**src/logic/lssld_pkg.sv**
```systemverilog
/*
  Constants shared by the LED sink shift/latch/detect control logic:
  channel count, mode-sequence patterns and recogniser limits.
  Assumes nothing of its surroundings; imported by the core module.
*/
`default_nettype none

package lssld_pkg;
  // ---------------------------------------------------------------
  // channel and pattern geometry
  // ---------------------------------------------------------------
  localparam int CHAN_NUM = 16;
  localparam int SEQ_LEN = 5;
  localparam int SYNC_DEPTH = 2;
  // blank level expected on steps 1..5, bit 0 = step 1
  localparam logic [4:0] SEQ_BLANK = 5'h1D;
  // strobe level for the detect-entry pattern (high on step 4 only)
  localparam logic [4:0] SEQ_ENTER_STROBE = 5'h08;
  // strobe level for the resume pattern (low throughout)
  localparam logic [4:0] SEQ_RESUME_STROBE = 5'h00;
  // event word carried through the edge buffer: {blank, strobe, data}
  localparam int EVT_W = 3;
  localparam int EVT_DATA = 0;
  localparam int EVT_STROBE = 1;
  localparam int EVT_BLANK = 2;
  // least evaluation time the host leaves blank low, in ns and cycles at 40 MHz
  localparam int EVAL_MIN_NS = 1000;
  localparam int CLK_PERIOD_NS = 25;
  localparam int EVAL_MIN_CYC = (EVAL_MIN_NS + CLK_PERIOD_NS - 1) / CLK_PERIOD_NS;
  // power-on values
  localparam logic SHUTDOWN_RST = 1'b1;
  localparam logic [15:0] DATA_RST = 16'h0000;

  typedef enum logic [1:0] {LSSLD_IDLE, LSSLD_ARMED, LSSLD_EVAL, LSSLD_DONE} lssld_det_type;
endpackage

`default_nettype wire

```
**src/logic/lssld_buf.sv**
```systemverilog
/*
  Small FIFO with valid/ready on both sides; depth and width are
  parameters (depth a power of two). Assumes one clock and an
  asynchronous active-low reset shared with its user.
*/
`timescale 1ns/10ps
`default_nettype none

module lssld_buf #(
  parameter int WIDTH = 3,
  parameter int DEPTH = 2
) (
  input wire logic clk_sys,
  input wire logic reset_n,
  input wire logic [WIDTH-1:0] in_data,
  input wire logic in_valid,
  output logic in_ready,
  output logic [WIDTH-1:0] out_data,
  output logic out_valid,
  input wire logic out_ready
);
  localparam int AW = (DEPTH > 1) ? $clog2(DEPTH) : 1;

  logic [WIDTH-1:0] mem_r [DEPTH];
  logic [AW-1:0] wr_ptr_r;
  logic [AW-1:0] rd_ptr_r;
  logic [AW:0] count_r;
  wire push = in_valid && in_ready;
  wire pop = out_valid && out_ready;

  // -----------------------------------------------------------------
  // flags and read port
  // -----------------------------------------------------------------
  // full only when every slot holds a word; count is one bit wider than the pointers
  assign in_ready = (count_r != (AW+1)'(DEPTH));
  assign out_valid = (count_r != '0);
  assign out_data = mem_r[rd_ptr_r];

  // storage; no reset needed since valid guards every read
  always_ff @(posedge clk_sys)
  begin
    if (push)
      mem_r[wr_ptr_r] <= in_data;
  end

  // pointers and occupancy
  always_ff @(posedge clk_sys or negedge reset_n)
  begin
    if (!reset_n)
    begin
      wr_ptr_r <= '0;
      rd_ptr_r <= '0;
      count_r <= '0;
    end
    else
    begin
      if (push)
        wr_ptr_r <= wr_ptr_r + AW'(1);
      if (pop)
        rd_ptr_r <= rd_ptr_r + AW'(1);
      if (push && !pop)
        count_r <= count_r + (AW+1)'(1);
      else if (pop && !push)
        count_r <= count_r - (AW+1)'(1);
    end
  end
endmodule

`default_nettype wire

```
**src/logic/lssld_core.sv**
```systemverilog
/*
  Serial-in/parallel-out control for a 16-channel LED sink: shift
  register, level-sensitive latch, output blanking, auto shutdown,
  and the pin-pattern driven open/short detection mode.
  Assumes all pins (serial clock, data, strobe, blank, comparator
  flags) are asynchronous to clk_sys and slower than it by a wide
  margin; the serial clock is sampled, not used as a clock.
*/
`timescale 1ns/10ps
`default_nettype none

module lssld_core
#(
  parameter int CHANS = lssld_pkg::CHAN_NUM
) (
  input wire logic clk_sys,
  input wire logic reset_n,
  input wire logic serial_clk,
  input wire logic serial_in,
  input wire logic latch_strobe_mode_ctl1,
  input wire logic output_blank_mode_ctl2,
  input wire logic [CHANS-1:0] detected_current_low,
  input wire logic [CHANS-1:0] output_voltage_high,
  output logic [CHANS-1:0] chan_on,
  output logic serial_out,
  output logic shutdown_state,
  output logic detect_mode,
  output logic edge_overrun
);
  import lssld_pkg::*;

  // -----------------------------------------------------------------
  // pin synchronisers
  // -----------------------------------------------------------------
  logic [3:0] pin_s1_r;
  logic [3:0] pin_s2_r;
  logic clk_s3_r;
  logic [2*CHANS-1:0] cmp_s1_r;
  logic [2*CHANS-1:0] cmp_s2_r;

  // first stage is read only by the second stage
  always_ff @(posedge clk_sys or negedge reset_n)
  begin
    if (!reset_n)
    begin
      pin_s1_r <= 4'h0;
      pin_s2_r <= 4'h0;
      clk_s3_r <= 1'b0;
      cmp_s1_r <= '0;
      cmp_s2_r <= '0;
    end
    else
    begin
      pin_s1_r <= {output_blank_mode_ctl2, latch_strobe_mode_ctl1, serial_in, serial_clk};
      pin_s2_r <= pin_s1_r;
      clk_s3_r <= pin_s2_r[0];
      cmp_s1_r <= {output_voltage_high, detected_current_low};
      cmp_s2_r <= cmp_s1_r;
    end
  end

  wire clk_rise = pin_s2_r[0] && !clk_s3_r;
  wire data_lvl = pin_s2_r[1];
  wire strobe_lvl = pin_s2_r[2];
  wire blank_lvl = pin_s2_r[3];
  wire [CHANS-1:0] cur_low = cmp_s2_r[CHANS-1:0];
  wire [CHANS-1:0] volt_high = cmp_s2_r[2*CHANS-1:CHANS];

  // -----------------------------------------------------------------
  // edge event buffer
  // -----------------------------------------------------------------
  // each serial clock rise is queued with its data/strobe/blank
  // sample, so a one-cycle stall for the result load drops no bit
  logic [EVT_W-1:0] evt_data;
  logic evt_valid;
  logic evt_ready;
  logic buf_in_ready;
  logic load_pend_r;
  wire [EVT_W-1:0] evt_in = {blank_lvl, strobe_lvl, data_lvl};

  assign evt_ready = !load_pend_r;

  lssld_buf #(
    .WIDTH(EVT_W),
    .DEPTH(2)
  ) u_evt_buf (
    .clk_sys(clk_sys),
    .reset_n(reset_n),
    .in_data(evt_in),
    .in_valid(clk_rise),
    .in_ready(buf_in_ready),
    .out_data(evt_data),
    .out_valid(evt_valid),
    .out_ready(evt_ready)
  );

  wire evt_take = evt_valid && evt_ready;
  wire evt_sdi = evt_data[EVT_DATA];
  wire evt_strobe = evt_data[EVT_STROBE];
  wire evt_blank = evt_data[EVT_BLANK];

  // -----------------------------------------------------------------
  // mode-sequence recogniser
  // -----------------------------------------------------------------
  logic [2:0] seq_step_r;
  logic [2:0] seq_step_nxt;
  logic detect_r;
  logic detect_nxt;

  // expected strobe depends on direction: entry from normal, resume from detect
  wire [4:0] exp_strobe = detect_r ? SEQ_RESUME_STROBE : SEQ_ENTER_STROBE;
  wire step_hit = (evt_blank == SEQ_BLANK[seq_step_r])
               && (evt_strobe == exp_strobe[seq_step_r]);
  wire first_hit = (evt_blank == SEQ_BLANK[0]) && (evt_strobe == exp_strobe[0]);
  wire seq_done = step_hit && (seq_step_r == 3'(SEQ_LEN - 1));

  // a mismatch restarts, reusing the sample if it opens a new pattern
  assign seq_step_nxt = !evt_take ? seq_step_r :
                        seq_done ? 3'h0 :
                        step_hit ? seq_step_r + 3'h1 :
                        first_hit ? 3'h1 : 3'h0;
  // the mode flips on the fifth matched rise, so rise six is detect data
  assign detect_nxt = (evt_take && seq_done) ? !detect_r : detect_r;

  always_ff @(posedge clk_sys or negedge reset_n)
  begin
    if (!reset_n)
    begin
      seq_step_r <= 3'h0;
      detect_r <= 1'b0;
    end
    else
    begin
      seq_step_r <= seq_step_nxt;
      detect_r <= detect_nxt;
    end
  end

  // -----------------------------------------------------------------
  // detection sequencing
  // -----------------------------------------------------------------
  lssld_det_type det_r;
  lssld_det_type det_nxt;
  logic [CHANS-1:0] result_r;
  wire [CHANS-1:0] chan_good = ~(cur_low | volt_high);

  // one evaluation per stay in detect mode; leaving resets it
  always_comb
  begin
    det_nxt = det_r;
    case (det_r)
      LSSLD_IDLE:
        if (detect_r && blank_lvl)
          det_nxt = LSSLD_ARMED;
      LSSLD_ARMED:
        if (!blank_lvl)
          det_nxt = LSSLD_EVAL;
      LSSLD_EVAL:
        if (blank_lvl)
          det_nxt = LSSLD_DONE;
      LSSLD_DONE:
        det_nxt = LSSLD_DONE;
      default:
        det_nxt = LSSLD_IDLE;
    endcase
    if (!detect_r)
      det_nxt = LSSLD_IDLE;
  end

  wire det_finish = (det_r == LSSLD_EVAL) && blank_lvl && detect_r;

  // results track the comparators while blank is low in the evaluation state
  always_ff @(posedge clk_sys or negedge reset_n)
  begin
    if (!reset_n)
    begin
      det_r <= LSSLD_IDLE;
      result_r <= CHANS'(DATA_RST);
      load_pend_r <= 1'b0;
    end
    else
    begin
      det_r <= det_nxt;
      if (det_r == LSSLD_EVAL && !blank_lvl)
        result_r <= chan_good;
      load_pend_r <= det_finish;
    end
  end

  // -----------------------------------------------------------------
  // shift register, latch, outputs
  // -----------------------------------------------------------------
  logic [CHANS-1:0] shift_r;
  logic [CHANS-1:0] latch_r;
  wire [CHANS-1:0] shift_nxt = load_pend_r ? result_r :
                               evt_take ? {shift_r[CHANS-2:0], evt_sdi} : shift_r;
  // latch is transparent on strobe level, no edge involved
  wire [CHANS-1:0] latch_nxt = strobe_lvl ? shift_nxt : latch_r;
  wire all_zero = (latch_nxt == '0);
  // blank low drives latched data; shutdown implies all-zero data anyway
  wire [CHANS-1:0] chan_nxt = blank_lvl ? '0 : latch_nxt;

  // power-up state is shutdown with an empty latch
  always_ff @(posedge clk_sys or negedge reset_n)
  begin
    if (!reset_n)
    begin
      shift_r <= CHANS'(DATA_RST);
      latch_r <= CHANS'(DATA_RST);
      chan_on <= '0;
      serial_out <= 1'b0;
      shutdown_state <= SHUTDOWN_RST;
      detect_mode <= 1'b0;
      edge_overrun <= 1'b0;
    end
    else
    begin
      shift_r <= shift_nxt;
      latch_r <= latch_nxt;
      chan_on <= chan_nxt;
      serial_out <= shift_nxt[CHANS-1];
      shutdown_state <= all_zero;
      detect_mode <= detect_nxt;
      edge_overrun <= clk_rise && !buf_in_ready;  // serial clock too fast for clk_sys
    end
  end
endmodule

`default_nettype wire

```
**config.mk**
```make
export PLATFORM = sky130hd
export DESIGN_NAME = lssld_core
export DESIGN_NICKNAME = d
export VERILOG_FILES = /design/src/logic/lssld_pkg.sv /design/src/logic/lssld_buf.sv /design/src/logic/lssld_core.sv
export SDC_FILE = /design/constraint.sdc
export NUM_CORES = 1
export LEC_CHECK = 0
export ABC_AREA = 0
export ABC_CLOCK_PERIOD_IN_PS = 1750
export BUFFER_PORTS_ARGS = -buffer_cell sky130_fd_sc_hd__buf_2
export CAP_MARGIN = 40
export CORE_AREA = 2 2 105 107
export DETAILED_ROUTE_END_ITERATION = 16
export DIE_AREA = 0 0 107 109
export GPL_ROUTABILITY_DRIVEN = 0
export PLACE_DENSITY_LB_ADDON = 0.2
export SLEW_MARGIN = 20
export SYNTH_ARGS = -nofsm -noshare
export SYNTH_HDL_FRONTEND = slang
export SYNTH_SLANG_ARGS = --single-unit
```
**constraint.sdc**
```tcl
create_clock -name clk_sys -period 1.75 [get_ports clk_sys]
set_input_delay 0 -clock clk_sys [delete_from_list [all_inputs] [get_ports clk_sys]]
set_output_delay 0 -clock clk_sys [all_outputs]
set_load 0.02 [all_outputs]
```
======== Yosys cells after proc, flatten, opt, wreduce, memory -nomap -nowiden ========
Memory sizes are Yosys's and may differ from the RTL's.
Index checks and enable logic that the tools add are counted.
storage, ports and cells
  memories kept ........................... 2
  bits in registers ....................... 151
  bits in writable memories ............... 6
  memory bits (read-only) ................. 8
  word-level logic and storage cells ...... 86
memories
  memory            depth  width  read ports  clocked after Yosys merged registers in  write ports  RTL line           RTL
  (name not given)  8      1      1           0                                        0            lssld_core.sv:112  wire step_hit = (evt_blank == SEQ_BLANK[seq_step_r])
  u_evt_buf.mem_r   2      3      1           0                                        1            lssld_buf.sv:24    logic [WIDTH-1:0] mem_r [DEPTH];
operators by class
  multiplexer cells ....................... 20
  order comparisons ....................... 1
  reductions and logical operators ........ 26
  bitwise logic cells ..................... 2
  add/sub/neg operators ................... 5
  equal/unequal tests ..................... 11
operator list
  operator                                                                       number
  16-bit 2-to-1 mux                                                              4
  16-bit logical NOT                                                             1
  16-bit inverter                                                                1
  16-bit OR                                                                      1
  1-bit logical AND                                                              14
  2-bit 2-to-1 mux                                                               6
  3-bit != test (second input constant)                                          3
  2-bit case mux with 4 select lines                                             1
  1-bit logical NOT                                                              7
  3-bit 2-to-1 mux                                                               2
  1-bit 2-to-1 mux                                                               5
  2-bit equality test (second input constant)                                    2
  3-bit by 4-bit less-than comparator with 1-bit output (second input constant)  1
  4-bit 2-to-1 mux                                                               1
  2-bit nonzero test                                                             2
  3-bit by 1-bit adder with 3-bit output (second input constant)                 1
  1-bit binary-select mux with 3-bit select                                      1
  1-bit equality test                                                            3
  3-bit equality test (second input constant)                                    1
  3-bit AND reduction                                                            1
  1-bit adder (second input constant)                                            2
  2-bit by 1-bit adder with 2-bit output (second input constant)                 1
  2-bit by 1-bit equality test with 1-bit output (second input constant)         1
  2-bit logical NOT                                                              1
  other kinds (2)                                                                2

======== Depth between registers and ports, before layout ========
Gate-level depths: netlist of run 1.
  depth in word-level cells ............... 7
  gate-level depth with buffers ........... 9
  mapped depth without buffers ............ 7

======== Modules after synthesis ========
From an unflattened synthesis of run 1, not the netlist that was laid out.
unflattened totals
  cells, all modules ...................... 361
  area, all modules ....................... 5322.6 um2
modules (own cells, without submodules)
  module      instances  cells each  area an instance (um2)  seq. area each (um2)
  lssld_core  1          334         4897.2                  3654.8
  lssld_buf   1          27          425.4                   280.3

======== Least setup slack after synthesis of run 1 ========
Ideal clock, no wire load.
  path kind ............................... reg-to-reg
  start ................................... register u_evt_buf.count_r[0]
  end ..................................... register shutdown_state
  period minus slack after synthesis ...... 1.839 ns
  arrival ................................. 1.749 ns
  path slack .............................. -0.089 ns
  data required time ...................... 1.660 ns
  cell stages (with the launch flop) ...... 8
  cells stage by stage .................... dfrtp_1 buf_6 or2_1 buf_6 a311o_1 nor4_2 a31oi_1 nor4_2
on the way
  word-level cells in the longest chain between the ends .. 6
ends and longest elaborated chain
  item                    RTL line           RTL
  start, declared         lssld_buf.sv:27    logic [AW:0] count_r;
  start signal, assigned  lssld_buf.sv:62    count_r <= count_r + (AW+1)'(1);
  start signal, assigned  lssld_buf.sv:64    count_r <= count_r - (AW+1)'(1);
  2-bit nonzero test      lssld_buf.sv:36    assign out_valid = (count_r != '0);
  1-bit logical AND       lssld_core.sv:97   wire evt_take = evt_valid && evt_ready;
  16-bit 2-to-1 mux       lssld_core.sv:196  evt_take ? {shift_r[CHANS-2:0], evt_sdi} : shift_r;
  16-bit 2-to-1 mux       lssld_core.sv:195  wire [CHANS-1:0] shift_nxt = load_pend_r ? result_r :
  net shift_nxt[11]       lssld_core.sv:195
  16-bit 2-to-1 mux       lssld_core.sv:198  wire [CHANS-1:0] latch_nxt = strobe_lvl ? shift_nxt : latch_r;
  16-bit logical NOT      lssld_core.sv:199  wire all_zero = (latch_nxt == '0);
  net all_zero            lssld_core.sv:199
  end signal, assigned    lssld_core.sv:222  shutdown_state <= all_zero;
  end, declared           lssld_core.sv:26   output logic shutdown_state,
The timed path passes the listed nets, and every way through them passes these cells.
A chain may end at the register's enable or synchronous reset.

======== Worst setup path after layout of run 1 ========
Ends and elaborated chain as after synthesis.

==> flow_metrics.py, run 1 <==
metrics = {
    "timing": {
        "relSlewSlack_pct": 59.0,
        "rsz0062_at_grt": "true",
        "hold_violations": 0,
        "tightest_slew_ns": 0.615,
        "final.period_utilization_pct": 107,
        "skew_ns": 0.00708,
        "finalSetupViolations": 4,
        "drv_slew": 0,
        "min_period_ns": 1.87,
        "setup_ws_ns": -0.121,
        "fmax_mhz": 534,
    },
    "finish": {
        "stdcell_area_um2": 7160,
        "syn_to_final_growth_pct": 33.8,
        "num_antenna_cells": 0,
        "post-route-util_pct": 67.6,
        "stdcell_count": 655,
        "final_nets": 545,
        "drive_gt1_share_pct": 32.8,
    },
    "place": {
        "placed_area_um2": 6020,
        "dp_hpwl_mm": 5.95,
        "port_buffers": 57,
        "dp_cells": 582,
    },
    "global_route": {
        "gr-total-overflow": 0,
        "grt_util_all_layers_pct": 18.7,
        "grt_pass1_wl_mm": 16.3,
        "grt_max_degree": 62,
        "grt_pass1_vias": 3325,
        "antenna_found_initial": 0,
    },
    "yosys": {
        "synth_area_um2": 5350,
        "synth_nets": 412,
        "ys_async_sr_fraction_pct": 96.2,
        "synth_top_area_cell": "dfrtp_1",
        "synth-edff-count": 6,
        "avgSynthCellArea_um2": 14.5,
        "synth_cells": 370,
        "ys_ff_latch": 156,
        "synth.most_common_cell": "dfrtp_1",
        "synth_commonest_cells": "dfrtp_1 (149), nor2b_1 (26), nand2_1 (24), o31ai_1 (17)",
        "synth.area.top_cells": "dfrtp_1 (70%), edfxtp_1 (3.4%), nor2b_1 (3.0%), o31ai_1 (2.4%), mux2_2 (2.1%)",
        "synth_warnings": 0,
        "yosysSeqAreaShare_pct": 73.5,
        "synth_top_area_share_pct": 69.7,
        "synthFlopType": "dfrtp_1",
        "ys_types": 41,
    },
    "worst_setup_path": {
        "critPathRequiredTime_ns": 2.18,
        "arrival_ns": 2.30,
        "path_common_cell": "nor4_2",
        "startpoint_type": "flop",
        "critical_path.cell_chain": "or2_4 -> a311o_1 -> nor4_2 -> a31oi_1 -> nor4_2",
        "cpPeakStageDelay_ns": 0.44,
        "path_class": "reg2reg",
        "crit_buf_inv": 0,
        "slowest_stage": "dfrtp_2",
        "worst_setup_path_end_kind": "flop",
        "reg2reg_slack_ns": -0.12,
        "r2r_end": "shutdown_state",
        "ff2ff_path_depth": 5,
        "startpoint": "u_evt_buf.count_r[0]",
        "crit_fanout": 5,
        "rr_startpoint": "u_evt_buf.count_r[0]",
        "crit_family": "simple AND/OR/NAND/NOR gates",
    },
    "clock_network": {
        "clk_pin_slew_ns": 0.07,
        "cts_tree": "yes",
        "h-tree-depth": 4,
        "cts_root_buffer": "clkbuf_8",
        "cts.sinks": 156,
        "cts_made_buffers": 17,
        "insertion_delay_ns": 0.52,
        "clockBufferDepth": 2,
    },
    "status": {
        "violations": "setup timing",
        "status": "finished, violations left",
    },
    "floorplan": {
        "ios": 58,
        "start_util_pct": 50.5,
        "core_area_um2": 10600,
        "rows": 38,
        "die_h_um": 109,
        "die_w_um": 107,
        "dieArea_um2": 11700,
    },
    "route": {
        "drt_iter0_drc": 135,
        "wire_per_inst_um": 15.1,
        "drt-pass1-iter-count": 4,
        "ant_nets": 0,
        "vias_per_cell": 4.97,
        "drc": 0,
        "finalWirelength_mm": 9.90,
        "num_vias": 3257,
    },
    "hold_path": {
        "hold_class": "in2async",
    },
    "power": {
        "p_leak_nw": 3.35,
        "powerDensity_nw_per_um2": 1570,
        "peakVddDrop_uv": 899,
    },
    "flow_run": {
        "max_cap_viol_count": 0,
    },
}
per-stage QoR:
step           setup WS [ns]  power (W)  TNS [ns]  hold slack (ns)
5_1_grt               -0.195     0.0118    -0.524           0.0647
6_report              -0.121     0.0112    -0.199           0.0224
4_1_cts              -0.0789     0.0110   -0.0789           0.0495
2_1_floorplan        -0.0526    0.00617   -0.0526           -0.296
3_5_place_dp          -0.223    0.00718    -0.505           0.0275
3_3_place_gp          -0.194    0.00711    -0.398           0.0209
layout make-up:
type                            count  area [um^2]
Tap cell                          140          175
Timing Repair Buffer              131          988
Multi-Input combinational cell    183         1390
Inverter                           14         53.8
Fill cell                         714         3440
Clock buffer                       17          414
Clock inverter                     14          200
Sequential cell                   156         3940
kinds of logic (layout without fill, tap and decap cells):
logic type,after synthesis,after routing,share of synthesized area [%]
muxes,18,18,3.60
DFF,156,156,73.5
AOI/OAI and AO/OA,53,53,7.11
adders and majority gates,4,4,0.935
xor gates and xnor gates,8,8,1.31
buffers and inverters,32,176,2.64
and+or+nand+nor,99,100,10.9
layout by cell type, fill, tap and decap left out, types with 4 or more instances in the layout:
master / n
xor2_1: 4
nor2b_1: 26
o21ai_0: 7
a21oi_1: 4
dlygate4sd3_1: 37
nor2_1: 11
mux2_2: 8
dfrtp_1: 145
inv_8: 4
nor3_1: 4
buf_2: 56
nand2_1: 24
inv_1: 13
a221o_1: 6
buf_4: 31
a31oi_1: 4
buf_6: 4
mux2i_2: 5
clkbuf_16: 16
edfxtp_1: 6
o31ai_1: 17
or3b_2: 8
ha_1: 4
dfrtp_2: 4
nor4b_1: 6
report_power, final:
part | total (W) | switching, W | leakage (nW) | internal [W]
combinational | 0.00287 | 0.00142 | 1.14 | 0.00145
sequential | 0.00463 | 0.000351 | 1.91 | 0.00428
clock | 0.00374 | 0.00150 | 0.300 | 0.00223
total | 0.0112 | 0.00328 | 3.35 | 0.00796
metal layers:
metal / vias up / routed length, um / global-route usage (%)
li1: 1558 / - / -
met1: 1602 / 4500 / 24.2
met2: 78 / 4830 / 30.9
met3: 19 / 364 / 4.78
met4: 0 / 205 / 6.68
met5: - / 0 / 0
worst register-to-register path, cell delays in order, from the launching register on:
cell,delay (ns)
dfrtp_2,0.44
or2_4,0.29
a311o_1,0.41
nor4_2,0.27
a31oi_1,0.15
nor4_2,0.22
worst max-delay path by stage:
stage                     endpoint  slack, ns  depth (start not counted)
global placement    shutdown_state      -0.19                          5
detailed placement  shutdown_state      -0.22                          5
finish              shutdown_state      -0.12                          5
global route        shutdown_state      -0.19                          5
CTS                 shutdown_state      -0.08                          5
floorplan           shutdown_state      -0.05                          7
sequential cells by signal (all words and copies together), names as in the netlist:
signal,flops
clk_s3_r,1
cmp_s1_r,32
serial_out,1
shift_r,15
chan_on,16
pin_s1_r,4
latch_r,16
det_r,2
cmp_s2_r,32
pin_s2_r,4
load_pend_r,1
result_r,16
u_evt_buf.mem_r,6
seq_step_r,3
u_evt_buf.count_r,2
edge_overrun,1
u_evt_buf.rd_ptr_r,1
u_evt_buf.wr_ptr_r,1
shutdown_state,1
detect_mode,1
repair_timing:
| item | CTS | global route |
|---|---|---|
| gates resized for setup | 6 | 24 |
| pin swaps | 0 | 9 |
| setup buffers | 1 | 3 |
| endpoints found under the hold margin | 185 | 0 |
| cloned | 0 | 1 |
| endpoints found under the setup margin | 11 | 18 |
| hold buffers | 37 | 0 |
(Power assumes the default switching activity.)
==> run 2: changes to the inputs <==
Settings changed: ABC_CLOCK_PERIOD_IN_PS 1750 to 1580.
Clock period 1.75 ns to 1.58 ns, I/O delays scaled along.
==> flow_metrics.py, run 2 (synthesized netlist as in run 1, its figures left out) <==
metrics = {
    "status": {
        "status": "finished, violations left",
        "violations": "setup timing",
    },
    "floorplan": {
        "die_h_um": 109,
        "ios": 58,
        "start_util_pct": 50.5,
        "core_area_um2": 10600,
        "dieArea_um2": 11700,
        "die_w_um": 107,
        "rows": 38,
    },
    "place": {
        "port_buffers": 57,
        "dp_hpwl_mm": 5.90,
    },
    "worst_setup_path": {
        "path_class": "reg2reg",
        "worst_setup_path_end_kind": "flop",
        "crit_buf_inv": 1,
        "cpPeakStageDelay_ns": 0.40,
        "slowest_stage": "dfrtp_1",
        "startpoint_type": "flop",
        "crit_family": "compound AO/OA/AOI/OAI gates",
        "arrival_ns": 2.21,
        "critical_path.cell_chain": "buf_4 -> o21ai_1 -> a31oi_4 -> mux2i_2 -> nand3_1 -> nor4_2",
        "critPathRequiredTime_ns": 2.01,
        "crit_fanout": 14,
    },
    "timing": {
        "setup_ws_ns": -0.201,
        "finalSetupViolations": 16,
        "rsz0062_at_grt": "true",
        "tightest_slew_ns": 0.520,
        "relSlewSlack_pct": 65.3,
        "min_period_ns": 1.78,
        "fin_hold_ws_ns": 0.0103,
        "hold_violations": 0,
        "drv_slew": 0,
        "final.period_utilization_pct": 113,
        "fmax_mhz": 561,
        "skew_ns": 0.00725,
    },
    "global_route": {
        "grt_util_all_layers_pct": 18.1,
        "gr-total-overflow": 0,
        "grt_max_degree": 56,
        "antenna_found_initial": 0,
        "grt_pass1_wl_mm": 15.9,
        "grt_pass1_vias": 3337,
    },
    "flow_run": {
        "max_cap_viol_count": 0,
    },
    "clock_network": {
        "clockBufferDepth": 2,
        "cts.sinks": 156,
        "cts_tree": "yes",
        "h-tree-depth": 4,
        "cts_made_buffers": 17,
        "clk_pin_slew_ns": 0.06,
        "insertion_delay_ns": 0.52,
        "cts_root_buffer": "clkbuf_8",
    },
    "hold_path": {
        "hold_class": "in2async",
    },
    "route": {
        "drc": 0,
        "drt-pass1-iter-count": 4,
        "vias_per_cell": 4.94,
        "drt_iter0_drc": 165,
        "top_layer": "met4",
        "wire_per_inst_um": 14.7,
        "route.met3.wl_um": 419,
        "wl_met2_mm": 4.80,
        "met1_length_mm": 4.54,
        "ant_nets": 0,
        "finalWirelength_mm": 9.95,
        "num_vias": 3341,
    },
    "power": {
        "p_leak_nw": 3.49,
        "powerDensity_nw_per_um2": 1750,
        "peakVddDrop_uv": 790,
    },
    "finish": {
        "n_fill_cell": 688,
        "syn_to_final_growth_pct": 40.2,
        "post-route-util_pct": 70.8,
        "layout_commonest_cell": "dfrtp_1",
        "multiInputGateArea_um2": 1600,
        "regArea_um2": 3940,
        "top_regs": "cmp_s1_r x32, cmp_s2_r x32",
        "drive_gt1_share_pct": 39.4,
        "num_antenna_cells": 0,
        "layout_common_cells": "dfrtp_1 (146), buf_2 (56), buf_4 (45)",
        "final_nets": 565,
    },
}
run 2: worst register-to-register path, cell delays in order, from the launching register on:
cell	delay, ns
dfrtp_1	0.40
buf_4	0.19
o21ai_1	0.30
a31oi_4	0.15
mux2i_2	0.24
nand3_1	0.15
nor4_2	0.28
run 2: layout make-up:
type | instances | area share (%)
clock buffers | 19 | 5.75
clock inverters | 13 | 1.58
inverters | 14 | 0.733
multi-input cells | 182 | 21.3
flip-flops and latches | 156 | 52.5
well taps | 140 | 2.33
repair buffers | 152 | 15.9
run 2: stage by stage:
stage               instance area [um^2]  instances  total power (W)  setup WS [ns]  TNS [ns]
global route                        7510        676           0.0138         -0.275     -2.03
detailed placement                  6140        592          0.00821         -0.218     -3.12
floorplan                           5380        370          0.00691         -0.222     -1.13
finish                              7510        676           0.0131         -0.201     -1.11
CTS                                 7290        669           0.0125         -0.166     -1.04
global placement                    6140        592          0.00811         -0.218     -2.23
run 2: repair_timing:
item | CTS | global route
pin swaps | 11 | 15
setup endpoints to repair | 36 | 34
hold endpoints to repair | 186 | 0
gates cloned | 0 | 0
gates resized for setup | 32 | 46
hold buffers | 37 | 0
setup buffers | 8 | 7
run 2: report_power, final:
group	internal (W)	total [W]	switching, W
sequential	0.00474	0.00515	0.000419
clock	0.00213	0.00371	0.00158
combinational	0.00233	0.00426	0.00193
total	0.00920	0.0131	0.00392
run 2: worst paths after layout:
check / cells past startpoint / from / slack [ns] / end
setup / recovery: 6 / u_evt_buf.count_r[1] / -0.20 / shutdown_state
hold / removal: 2 / reset_n / 0.01 / seq_step_r[2]
setup reg to reg: 6 / u_evt_buf.count_r[1] / -0.20 / shutdown_state
hold reg to reg: 0 / cmp_s1_r[20] / 0.35 / cmp_s2_r[20]
max in group asynchronous: 3 / reset_n / 0.92 / result_r[13]
min in group clk_sys: 2 / output_voltage_high[1] / 0.12 / cmp_s1_r[17]
run 2: layer usage:
layer  vias up  global-route usage [%]
met5         -                       0
met4         0                    7.33
met3        18                    4.18
met2        87                    29.1
met1      1652                    24.1
li1       1584                       -
==> run 3: changes to the inputs <==
Settings changed: ABC_CLOCK_PERIOD_IN_PS 1580 to 2230, CORE_AREA 2 2 105 107 to 2 2 98 100, CTS_CLUSTER_DIAMETER from default to 40, DIE_AREA 0 0 107 109 to 0 0 100 102.
Clock period 1.58 ns to 2.23 ns, I/O delays scaled along.
==> flow_metrics.py, run 3 (synthesized netlist as in run 1, its figures left out) <==
metrics = {
    "power": {
        "clkPwrFrac_pct": 34.3,
        "p_sw_share_pct": 29.5,
        "p_leak_nw": 3.20,
        "power_frac_comb_pct": 21.6,
        "intPower_w": 0.00580,
        "peakVddDrop_uv": 657,
        "powerDensity_nw_per_um2": 1220,
        "p_sw_w": 0.00243,
        "p_seq_share_pct": 44.1,
    },
    "worst_setup_path": {
        "ff2ff_path_depth": 5,
        "path_common_cell": "nor4_2",
        "reg2reg_slack_ns": 0.23,
        "critPathRequiredTime_ns": 2.65,
        "arrival_ns": 2.42,
        "startpoint_type": "flop",
        "cpPeakStageDelay_ns": 0.45,
        "r2r_end": "shutdown_state",
        "critical_path.cell_chain": "or2_1 -> a311o_1 -> nor4_2 -> a31oi_1 -> nor4_2",
        "rr_startpoint": "u_evt_buf.count_r[0]",
        "slowest_stage": "a311o_1",
        "crit_fanout": 10,
        "path_class": "reg2reg",
        "worst_setup_path_end_kind": "flop",
    },
    "finish": {
        "num_antenna_cells": 0,
        "final_nets": 518,
        "syn_to_final_growth_pct": 26.2,
        "top_regs": "cmp_s1_r x32, cmp_s2_r x32",
        "n_fill_cell": 587,
        "drive_gt1_share_pct": 24.7,
        "layout_commonest_cell": "dfrtp_1",
        "stdcell_area_um2": 6760,
        "layout_common_cells": "dfrtp_1 (149), buf_2 (56), dlygate4sd3_1 (37)",
    },
    "place": {
        "pre_cts_ws_ns": 0.281,
        "port_buffers": 57,
        "dp_hpwl_mm": 5.54,
        "placed_area_um2": 5790,
    },
    "global_route": {
        "gr-total-overflow": 0,
        "grt_pass1_vias": 3182,
        "grt_pass1_wl_mm": 15.1,
        "antenna_found_initial": 0,
        "grt_util_all_layers_pct": 19.6,
        "grt_max_degree": 71,
    },
    "route": {
        "route.met3.wl_um": 407,
        "num_vias": 3164,
        "met1_length_mm": 4.00,
        "wire_per_inst_um": 14.8,
        "finalWirelength_mm": 8.90,
        "drt-pass1-iter-count": 4,
        "ant_nets": 0,
        "wl_met2_mm": 4.25,
        "top_layer": "met4",
        "vias_per_cell": 5.27,
        "drc": 0,
        "drt_iter0_drc": 159,
    },
    "timing": {
        "final.period_utilization_pct": 89.7,
        "drv_slew": 0,
        "finalSetupViolations": 0,
        "min_period_ns": 2.00,
        "tns_ns": 0,
        "fmax_mhz": 500,
        "rsz0062_at_grt": "false",
        "setup_ws_ns": 0.229,
        "fin_hold_ws_ns": 0.0581,
        "skew_ns": 0.0108,
        "relSlewSlack_pct": 45.1,
        "hold_violations": 0,
        "tightest_slew_ns": 0.824,
    },
    "clock_network": {
        "cts_root_buffer": "clkbuf_8",
        "cts.sinks": 156,
        "clockBufferDepth": 2,
        "insertion_delay_ns": 0.52,
        "cts_made_buffers": 17,
        "cts_tree": "yes",
        "cts.repair.resized": 0,
        "h-tree-depth": 4,
        "clk_pin_slew_ns": 0.06,
    },
    "floorplan": {
        "core_area_um2": 9110,
        "start_util_pct": 58.8,
        "ios": 58,
        "rows": 35,
        "die_w_um": 100,
        "dieArea_um2": 10200,
        "die_h_um": 102,
    },
    "status": {
        "status": "finished clean",
    },
    "flow_run": {
        "max_cap_viol_count": 0,
    },
    "hold_path": {
        "hold_class": "in2async",
    },
}
[run 3: power by group through the flow]
stage | sequential, W | clock (W) | combinational (W)
floorplan | 0.00369 | 0 | 0.00116
global placement | 0.00367 | 0 | 0.00165
detailed placement | 0.00366 | 0 | 0.00171
CTS | 0.00363 | 0.00288 | 0.00178
global route | 0.00368 | 0.00301 | 0.00197
finish | 0.00363 | 0.00283 | 0.00178
[run 3: how the worst max path moves through the flow]
stage,cells after the start,end,startpoint,slack [ns]
final,5,shutdown_state,u_evt_buf.count_r[0],0.23
after global routing,5,shutdown_state,u_evt_buf.count_r[0],0.14
after CTS,5,shutdown_state,u_evt_buf.count_r[0],0.25
after detailed placement,5,shutdown_state,u_evt_buf.count_r[0],0.28
after global placement,5,shutdown_state,u_evt_buf.count_r[0],0.35
after floorplan,7,shutdown_state,u_evt_buf.count_r[0],0.39
[run 3: repair_timing]
item                      4_1_cts  5_1_grt
hold endpoints to repair      153        0
setup buffers                   0        0
hold buffers                   37        0
[run 3: final cells by class]
class	count	area (um^2)	area share, %
Clock inverter	14	168	2.48
Sequential cell	156	3940	58.3
Tap cell	111	139	2.06
Clock buffer	18	428	6.33
Timing Repair Buffer	105	757	11.2
Multi-Input combinational cell	182	1280	18.9
Inverter	14	52.6	0.778
[run 3: metal layers]
metal  GRT usage, %  vias to the layer above
met1           26.6                     1554
met5              0                        -
met3           5.13                       24
met2           30.2                       88
li1               -                     1498
met4           9.48                        0
[run 3: worst max-delay path: cells and delay by family (launching register included)]
family,cells,cell delay [ns]
DFF,1,0.43
and+or+nand+nor,3,0.89
AOI/OAI and AO/OA,2,0.60
[run 3: per-stage QoR]
stage	util, %	std cells	power, W
floorplan	-	370	0.00485
global placement	63.6	531	0.00532
detailed placement	63.6	531	0.00537
CTS	74.2	600	0.00829
global route	74.2	600	0.00867
finish	74.2	600	0.00824
